[src/logic/multiturn_pkg.sv]
package multiturn_pkg;
	// Position format: signed turns above a 14-bit fraction of one turn
	localparam int FRAC_W = 14;
	localparam int POS_W = 21;
	localparam int TURN = 16384;
	localparam int HALF_TURN = 8192;
	localparam int TC_W = 6;
	localparam int SIN_W = 12;

	// Derived turn count span and wrap limits
	localparam int TURN_MIN = -9;
	localparam int TURN_MAX = 54;
	localparam logic signed [POS_W-1:0] POS_WRAP_HI = POS_W'((TURN_MAX + 1) * TURN);
	localparam logic signed [POS_W-1:0] POS_WRAP_LO = POS_W'(TURN_MIN * TURN);
	localparam logic signed [POS_W-1:0] POS_ONE_TURN = POS_W'(TURN);
	localparam logic signed [POS_W-1:0] POS_HALF = POS_W'(HALF_TURN);

	// Power-off span check limits (46.5 and 0 turns)
	localparam logic signed [POS_W-1:0] POS_CHECK_HI = POS_W'(46 * TURN + HALF_TURN);
	localparam logic signed [POS_W-1:0] POS_CHECK_LO = POS_W'(0);

	// Filter bypass hysteresis (53.5/53 and -8.5/-8 turns)
	localparam logic signed [POS_W-1:0] BYP_HI_SET = POS_W'(53 * TURN + HALF_TURN);
	localparam logic signed [POS_W-1:0] BYP_HI_CLR = POS_W'(53 * TURN);
	localparam logic signed [POS_W-1:0] BYP_LO_SET = POS_W'(-8 * TURN - HALF_TURN);
	localparam logic signed [POS_W-1:0] BYP_LO_CLR = POS_W'(-8 * TURN);
	localparam int FILT_SHIFT = 4;

	// General configuration bit positions
	localparam int GEN_MODE_BIT = 0;
	localparam int GEN_FILT_BIT = 12;

	// Convert control field codes
	localparam logic [1:0] CNV_START = 2'h0;
	localparam logic [1:0] CNV_ABORT = 2'h3;

	// Fault bit positions
	localparam int F_NVM_CRC = 5;
	localparam int F_ECC_DBL = 7;
	localparam int F_TURN_ILL = 9;
	localparam int F_XCHECK = 13;
	localparam int F_RADIUS = 14;
	localparam logic [15:0] FAULT_RST = 16'h0000;

	// Nonvolatile copy layout
	localparam int NVM_WORDS = 8;
	localparam int NVM_IDX_W = 3;
	localparam int NVM_RADIUS_IDX = 0;
	localparam int NVM_GMR_CFG_IDX = 1;
	localparam logic [15:0] GMR_CFG_LEGAL = 16'h00FF;
	localparam logic [7:0] CRC_SEED = 8'hFF;
	localparam logic [7:0] CRC_POLY = 8'h07;
	localparam int ECC_W = 6;

	typedef enum logic [2:0] {BOOT, BOOT_FAIL, IDLE, WAIT_TURN, ANGLE} seq_state_t;

	typedef struct packed {
		logic valid;
		logic [TC_W-1:0] count;
		logic [TC_W-1:0] count_redundant;
		logic illegal;
		logic quadrant_err;
		logic combine_err;
	} turn_sample_t;

	typedef struct packed {
		logic valid;
		logic [FRAC_W-1:0] frac;
		logic signed [SIN_W-1:0] sin_diff;
		logic signed [SIN_W-1:0] cos_diff;
	} angle_sample_t;
endpackage

[src/logic/multiturn_position_diagnostics.sv]
`timescale 1ns/1ns

// What this block does
// Turn sensor reference: one-shot always, continuous first
// Derived turn count spans minus nine to 54
// Power-off position valid only zero to 46
// Decode turn sensor once per sequence, verify
// Past limits, position wraps within one turn
// Mismatch over half turn sets cross-check fault
// No cross-check fault in one-shot or unpowered
// Count above 46.5 or below zero faults
// Decoder, combination or quadrant errors fault
// Angle filter runs only when enabled
// Output moves one sixteenth toward sample
// Bypass above 53.5 until below 53
// Bypass below -8.5 until above -8
// Host avoids filter in one-shot mode
// Illegal turn sensor state sets fault
// Radius over factory limit sets fault
// Load NVM copy with SECDED correction
// Double error: halt, boot output high, fault
// Continuous CRC check of loaded copy
// User config ECC, double error faults
// Host resets turn counter on those faults
// Restart after reset reloads turn reference
// Mode bit zero continuous, one one-shot
// Convert field: 11 aborts, 00 starts
module multiturn_position_diagnostics
	import multiturn_pkg::*;
#(
	parameter int ANGLES_PER_SEQ = 8
) (
	// Clock and reset
	input wire logic ref_clk_i,
	input wire logic rst_i,
	// Configuration and control
	input wire logic [15:0] general_config_i,
	input wire logic [ECC_W-1:0] config_ecc_code_store_i,
	input wire logic [1:0] convert_control_i,
	input wire logic convert_control_wr_i,
	input wire logic [15:0] fault_clear_i,
	// Nonvolatile memory read port
	output logic [NVM_IDX_W-1:0] nvm_addr_o,
	input wire logic [15:0] nvm_data_i,
	input wire logic [ECC_W-1:0] nvm_check_i,
	// Sensor results
	input wire turn_sample_t turn_i,
	input wire angle_sample_t angle_i,
	// Results and status
	output logic boot_load_pending_output_o,
	output logic busy_o,
	output logic seq_done_o,
	output logic signed [POS_W-1:0] position_o,
	output logic [FRAC_W-1:0] angle_o,
	output logic [1:0] conv_count_o,
	output logic [15:0] fault_o
);

	typedef struct packed {
		seq_state_t st;
		logic [NVM_IDX_W-1:0] load_idx;
		logic load_phase;
		logic [NVM_WORDS-1:0][15:0] shadow;
		logic [7:0] ref_crc;
		logic [NVM_IDX_W-1:0] scan_idx;
		logic [7:0] scan_crc;
		logic first_seq;
		logic one_shot_seq;
		logic [7:0] angle_cnt;
		logic [TC_W-1:0] gmr_turns;
		logic signed [POS_W-1:0] pos;
		logic [FRAC_W-1:0] prev_frac;
		logic [FRAC_W-1:0] filt;
		logic bypass;
		logic [FRAC_W-1:0] angle_out;
		logic [15:0] faults;
		logic [1:0] conv_count;
		logic done;
	} state_t;

	state_t s;
	state_t next_s;

	// Returns {double, single, corrected data}; single-bit faults are repaired
	function automatic logic [17:0] secded(input logic [15:0] d, input logic [ECC_W-1:0] c);
		logic [21:1] cw;
		logic [4:0] syn;
		logic par;
		logic [15:0] q;
		int j;
		int k;
		j = 0;
		k = 0;
		cw = '0;
		q = '0;
		for (int p = 1; p < 22; p++) begin
			if ((p & (p - 1)) == 0) begin
				cw[p] = c[k];
				k++;
			end else begin
				cw[p] = d[j];
				j++;
			end
		end
		syn = '0;
		for (int p = 1; p < 22; p++) begin
			if (cw[p]) begin
				syn = syn ^ 5'(p);
			end
		end
		par = (^cw) ^ c[ECC_W-1];
		if (par && syn != 5'h00 && syn < 5'h16) begin
			cw[syn] = ~cw[syn];
		end
		j = 0;
		for (int p = 1; p < 22; p++) begin
			if ((p & (p - 1)) != 0) begin
				q[j] = cw[p];
				j++;
			end
		end
		return {!par && syn != 5'h00, par, q};
	endfunction

	function automatic logic [7:0] crc_word(input logic [7:0] crc, input logic [15:0] w);
		logic [7:0] r;
		r = crc;
		for (int i = 15; i >= 0; i--) begin
			r = {r[6:0], 1'b0} ^ ((r[7] ^ w[i]) ? CRC_POLY : 8'h00);
		end
		return r;
	endfunction

	logic [17:0] nvm_dec;
	logic [17:0] cfg_dec;
	logic one_shot;
	logic filt_en;
	logic use_ref;
	logic signed [POS_W-1:0] gmr_pos;
	logic signed [POS_W-1:0] track_pos;
	logic signed [POS_W-1:0] new_pos;
	logic signed [POS_W-1:0] diff;
	logic signed [FRAC_W-1:0] step;
	logic signed [FRAC_W-1:0] fdelta;
	logic [2*SIN_W-1:0] sin_sq;
	logic [2*SIN_W-1:0] cos_sq;
	logic [31:0] radius_sq;
	logic [31:0] limit_sq;
	logic [15:0] set_f;

	always_comb begin
		nvm_dec = secded(nvm_data_i, nvm_check_i);
		// Config ECC check
		cfg_dec = secded(general_config_i, config_ecc_code_store_i);
		// Mode select bit
		one_shot = cfg_dec[GEN_MODE_BIT];
		filt_en = cfg_dec[GEN_FILT_BIT];
		// Reference choice
		use_ref = s.one_shot_seq || s.first_seq;
		gmr_pos = POS_W'(signed'({1'b0, s.gmr_turns}) * TURN) + POS_W'({1'b0, angle_i.frac});
		step = signed'(angle_i.frac - s.prev_frac);
		track_pos = s.pos + POS_W'(step);
		new_pos = (s.angle_cnt == 8'h00 && use_ref) ? gmr_pos : track_pos;
		// Span kept to minus nine through 54
		// Wrap within one turn at limits
		if (new_pos >= POS_WRAP_HI) begin
			new_pos = new_pos - POS_ONE_TURN;
		end else if (new_pos < POS_WRAP_LO) begin
			new_pos = new_pos + POS_ONE_TURN;
		end
		diff = track_pos - gmr_pos;
		fdelta = signed'(angle_i.frac - s.filt);
		// Squares are widened first so full-scale bridge values do not overflow
		sin_sq = (2*SIN_W)'(angle_i.sin_diff) * (2*SIN_W)'(angle_i.sin_diff);
		cos_sq = (2*SIN_W)'(angle_i.cos_diff) * (2*SIN_W)'(angle_i.cos_diff);
		radius_sq = 32'(sin_sq) + 32'(cos_sq);
		limit_sq = s.shadow[NVM_RADIUS_IDX] * s.shadow[NVM_RADIUS_IDX];

		next_s = s;
		next_s.done = 1'b0;
		set_f = '0;

		unique case (s.st)
			BOOT: begin
				// Copy NVM with single-bit correction
				if (!s.load_phase) begin
					next_s.load_phase = 1'b1;
				end else begin
					next_s.load_phase = 1'b0;
					next_s.shadow[s.load_idx] = nvm_dec[15:0];
					next_s.ref_crc = crc_word(s.ref_crc, nvm_dec[15:0]);
					next_s.load_idx = s.load_idx + 1'b1;
					// Double error halts boot
					if (nvm_dec[17]) begin
						set_f[F_ECC_DBL] = 1'b1;
						next_s.st = BOOT_FAIL;
					end else if (s.load_idx == NVM_IDX_W'(NVM_WORDS - 1)) begin
						next_s.st = WAIT_TURN;
						next_s.first_seq = 1'b1;
						next_s.one_shot_seq = one_shot;
					end
				end
			end
			BOOT_FAIL: begin
				set_f[F_ECC_DBL] = 1'b1;
			end
			IDLE: begin
				// Start code begins sequences
				// Restart reloads turn reference
				if (convert_control_wr_i && convert_control_i == CNV_START) begin
					next_s.st = WAIT_TURN;
					next_s.first_seq = 1'b1;
					next_s.one_shot_seq = one_shot;
				end
			end
			WAIT_TURN: begin
				// One decode per sequence
				if (turn_i.valid) begin
					next_s.gmr_turns = turn_i.count;
					next_s.angle_cnt = '0;
					next_s.st = ANGLE;
					// Decoder and logic errors
					set_f[F_XCHECK] = (turn_i.count != turn_i.count_redundant)
						|| turn_i.quadrant_err || turn_i.combine_err;
					// Illegal turn sensor state
					set_f[F_TURN_ILL] = turn_i.illegal;
				end
			end
			ANGLE: begin
				if (angle_i.valid) begin
					next_s.pos = new_pos;
					next_s.prev_frac = angle_i.frac;
					next_s.angle_cnt = s.angle_cnt + 8'h01;
					// Radius limit check
					set_f[F_RADIUS] = radius_sq > limit_sq;
					// Verify derived count once
					// Half-turn mismatch check
					// Not in one-shot mode
					if (s.angle_cnt == 8'h00 && !use_ref && !s.one_shot_seq) begin
						set_f[F_XCHECK] = diff > POS_HALF || diff < -POS_HALF;
					end
					// Outside power-off span
					// Only zero to 46 turns retained
					if (new_pos > POS_CHECK_HI || new_pos < POS_CHECK_LO) begin
						set_f[F_XCHECK] = 1'b1;
					end
					// Upper bypass hysteresis
					// Lower bypass hysteresis
					if (new_pos > BYP_HI_SET || new_pos < BYP_LO_SET) begin
						next_s.bypass = 1'b1;
					end else if (new_pos < BYP_HI_CLR && new_pos > BYP_LO_CLR) begin
						next_s.bypass = 1'b0;
					end
					// Filter only when enabled
					// Sixteenth step toward sample
					// One-shot use left to host
					if (filt_en && !s.bypass) begin
						next_s.filt = s.filt + FRAC_W'(fdelta >>> FILT_SHIFT);
					end else begin
						next_s.filt = angle_i.frac;
					end
					next_s.angle_out = (filt_en && !s.bypass)
						? s.filt + FRAC_W'(fdelta >>> FILT_SHIFT) : angle_i.frac;
					if (s.angle_cnt == 8'(ANGLES_PER_SEQ - 1)) begin
						next_s.done = 1'b1;
						next_s.conv_count = s.conv_count + 2'h1;
						next_s.first_seq = 1'b0;
						next_s.st = s.one_shot_seq ? IDLE : WAIT_TURN;
					end
				end
			end
			default: begin
				next_s.st = IDLE;
			end
		endcase

		// Abort code stops any running sequence
		if (convert_control_wr_i && convert_control_i == CNV_ABORT
				&& (s.st == WAIT_TURN || s.st == ANGLE)) begin
			next_s.st = IDLE;
			next_s.done = 1'b0;
		end

		// Background CRC scan of loaded copy
		if (s.st != BOOT && s.st != BOOT_FAIL) begin
			next_s.scan_crc = crc_word(s.scan_crc, s.shadow[s.scan_idx]);
			next_s.scan_idx = s.scan_idx + 1'b1;
			if (s.scan_idx == NVM_IDX_W'(NVM_WORDS - 1)) begin
				set_f[F_NVM_CRC] = next_s.scan_crc != s.ref_crc;
				next_s.scan_crc = CRC_SEED;
				next_s.scan_idx = '0;
			end
			// Factory turn sensor config must be legal
			if ((s.shadow[NVM_GMR_CFG_IDX] & ~GMR_CFG_LEGAL) != 16'h0000) begin
				set_f[F_TURN_ILL] = 1'b1;
			end
			// Config double error
			if (cfg_dec[17]) begin
				set_f[F_ECC_DBL] = 1'b1;
			end
		end

		// Set wins over a clear in the same cycle
		next_s.faults = (s.faults & ~fault_clear_i) | set_f;
	end

	always_ff @(posedge ref_clk_i) begin
		if (rst_i) begin
			s <= '0;
			s.st <= BOOT;
			s.ref_crc <= CRC_SEED;
			s.scan_crc <= CRC_SEED;
			s.faults <= FAULT_RST;
		end else begin
			s <= next_s;
		end
	end

	// Boot output stays high after a failed load
	assign boot_load_pending_output_o = s.st == BOOT || s.st == BOOT_FAIL;
	assign nvm_addr_o = s.load_idx;
	assign busy_o = s.st == WAIT_TURN || s.st == ANGLE;
	assign seq_done_o = s.done;
	assign position_o = s.pos;
	assign angle_o = s.angle_out;
	assign conv_count_o = s.conv_count;
	assign fault_o = s.faults;

endmodule // multiturn_position_diagnostics

[config.mk]
export PLATFORM = sky130hd
export DESIGN_NAME = multiturn_position_diagnostics
export DESIGN_NICKNAME = d
export VERILOG_FILES = /design/src/logic/multiturn_pkg.sv /design/src/logic/multiturn_position_diagnostics.sv
export SDC_FILE = /design/constraint.sdc
export NUM_CORES = 2
export LEC_CHECK = 0
export BUFFER_PORTS_ARGS = -buffer_cell sky130_fd_sc_hd__buf_2
export CORE_MARGIN = 4
export CORE_UTILIZATION = 45
export CTS_CLUSTER_DIAMETER = 100
export DETAILED_ROUTE_END_ITERATION = 7
export PLACE_DENSITY = 0.69
export SLEW_MARGIN = 5
export SYNTH_ARGS = -nofsm -noshare
export SYNTH_HDL_FRONTEND = slang
export SYNTH_SLANG_ARGS = --single-unit
[constraint.sdc]
create_clock -name ref_clk_i -period 15.2 [get_ports ref_clk_i]
set_input_delay 0.76 -clock ref_clk_i [delete_from_list [all_inputs] [get_ports ref_clk_i]]
set_output_delay 0.76 -clock ref_clk_i [all_outputs]
set_load 0.01 [all_outputs]
==> results.ini <==
[run_status]
status=complete, no violations

[setup_path]
path_max_fanout=9
worst-path-buf-inv=4
crit_path_end_kind=register
crit_start=angle_i[6]
cp_common_cell=a21oi_1
endpoint=fault_o[14]
r2r_slack_ns=7.11
reg2reg_from=s[126]
crit_slowest_cell=a2111oi_0
path_class=in -> reg
worst_setup_path_start_kind=input pin
worst-path-stages=38
worst_ep_arrival_time_ns=9.21
cpLargestDelayFamily=adder cells
rr_endpoint=fault_o[14]
slowest_delay_ns=0.68
rr_worst_depth=31
cp_data_required_time_ns=15.68

[logic_synthesis]
synth_cell_type_count=94
synth_adder_area_share_pct=35.5
avgSynthCellArea_um2=8.60
synth_simple_gate_area_share_pct=13.4
synth-seq-cells=239
netlist_area_mm2=0.0354
synth_compound_area_share_pct=13.0
synth-edff-count=0
yosysSeqAreaShare_pct=13.5
yosysWarnings=0
ys_async_sr_fraction_pct=0
synth-main-ff-cell=dfxtp_1
muxShareOfSynthArea_pct=4.26
syn-num-nets=4995
synth_xor_area_share_pct=9.55
synthCells=4118
synth_top_family_by_area=adder cells

[cells_and_area]
final_common_cell=inv_1
diodes=0
final_cell_mix=inv_1, fa_1, nor2_1, ha_1, nand2_1
area_growth_pct=6.44
drive_gt1_share_pct=8.40
layout.nets=5015

[grt]
grt_pass1_wl_um=139000
grt_antenna_before_repair=6
grt_max_degree=88
grt_use_total_pct=20.0
gr-total-overflow=0
grt_pass1_vias=27800

[place]
portBuffers=178
dp_hpwl_um=66100
globalplace.congestion=0.892

[drt]
drc=0
first_pass_iters=5
vias_per_cell=5.24
wl_per_cell_um=15.8
drt_wl_total_um=82000
ant_nets=0
drt_iter0_markers=1295
vias=27200

[cts]
ctsResizeCount=0
htreeDepth=1
clock_sinks=239
cts_hold_buf=0
clkTransAtPathRegs_ns=0.06
insertion_delay_ns=0.56
cts_tree=yes
postCtsSetupBuffers=0
cts_buffers=26
max-clock-path-buffers=3
clock-root-buffer=clkbuf_16

[min_path]
hold_class=in -> reg

[sta]
setup-violations-final=0
clock_skew_ns=0.0189
tightestPinTransition_ns=1.01
relSlewSlack_pct=31.0
period_share_pct=57.4
slew_viol_final=0
finalHoldViolCount=0
rsz0062_at_grt=false
fin_tns_setup_ns=0
fmax_mhz=115
min_period_ns=8.72

[die]
die_h_um=289
rows=102
initial_utilization_pct=45.6
ioPinCount=179
die_w_um=289
core_mm2=0.0777
die_area_mm2=0.0833

[flow_run]
max_cap_violations=0

==> registers in the layout, indices dropped and copies added, names as in the netlist <==
name	count
nvm_addr_o	3
position_o	21
conv_count_o	2
fault_o	16
seq_done_o	1
s	196
==> how the worst min path moves through the flow <==
stage / from / to / slack, ns / depth (start not counted)
after floorplan: fault_o[14] / fault_o[14] / 0.43 / 2
after global placement: fault_o[14] / fault_o[14] / 0.44 / 2
after detailed placement: s[58] / s[58] / 0.45 / 2
after CTS: fault_clear_i[0] / fault_o[0] / 0.33 / 2
after global routing: fault_clear_i[0] / fault_o[0] / 0.35 / 2
final: fault_clear_i[0] / fault_o[0] / 0.36 / 2
==> area by class of cell <==
| cell class | instances | area (um^2) |
|---|---|---|
| multi-input cells | 2915 | 26800 |
| repair buffers | 205 | 1100 |
| flip-flops and latches | 239 | 4790 |
| clock buffers | 36 | 758 |
| fillers | 7494 | 40000 |
| inverters | 751 | 2820 |
| well taps | 1040 | 1300 |
| clock inverters | 9 | 116 |
==> synth_stat cells, types with 8 or more instances <==
cell type | count | share of area, %
a31oi_1 | 16 | 0.28
mux2i_1 | 54 | 1.5
nor3_1 | 47 | 0.66
and3_1 | 20 | 0.35
o211ai_1 | 17 | 0.36
or3_1 | 10 | 0.18
xnor2_1 | 238 | 5.9
nand4_1 | 23 | 0.41
a21o_1 | 47 | 1.0
nand2b_1 | 23 | 0.41
and2_1 | 110 | 1.9
o21ai_0 | 72 | 1.0
inv_1 | 750 | 7.9
nor2_1 | 353 | 3.7
buf_4 | 57 | 1.2
o21a_1 | 23 | 0.49
nor4_1 | 13 | 0.23
o21bai_1 | 49 | 1.0
nor2b_1 | 28 | 0.49
nand3_1 | 44 | 0.62
o41ai_1 | 8 | 0.20
ha_1 | 346 | 12
a21oi_1 | 184 | 2.6
dfxtp_1 | 239 | 14
a211oi_1 | 162 | 3.4
nor3b_1 | 16 | 0.34
or2_2 | 13 | 0.23
xor2_1 | 95 | 2.3
fa_1 | 411 | 23
mux4_2 | 35 | 2.2
nand2_1 | 301 | 3.2
clkbuf_1 | 142 | 1.5
==> routing by layer <==
layer	GRT usage, %	up-vias	part of all wire [%]
met5	0	-	0.072
met4	4.86	10	2.4
met2	35.3	564	49
met3	2.63	124	4.7
li1	-	13400	-
met1	26.1	13100	44
==> per-stage QoR <==
| stage | utilization (%) | setup WS, ns | hold slack, ns | cells | instance area, um^2 |
|---|---|---|---|---|---|
| after floorplan | - | 6.71 | 0.426 | 4118 | 35400 |
| after global placement | 47.4 | 6.14 | 0.438 | 5150 | 36800 |
| after detailed placement | 47.4 | 5.96 | 0.448 | 5150 | 36800 |
| after CTS | 48.5 | 6.51 | 0.331 | 5195 | 37700 |
| after global routing | 48.5 | 5.82 | 0.347 | 5195 | 37700 |
| final | 48.5 | 6.48 | 0.355 | 5195 | 37700 |
==> cell families (layout without fill, tap and decap cells) <==
| logic type | Yosys count | in the layout |
|---|---|---|
| xor gates and xnor gates | 354 | 354 |
| adders and majority gates | 757 | 757 |
| and+or+nand+nor | 1025 | 1025 |
| AOI/OAI and AO/OA | 679 | 679 |
| buffers and inverters | 964 | 1001 |
| muxes | 100 | 100 |
| DFF | 239 | 239 |
Power is not shown: default switching activity piles up to over one toggle a cycle in this logic, so the estimate is an artifact.
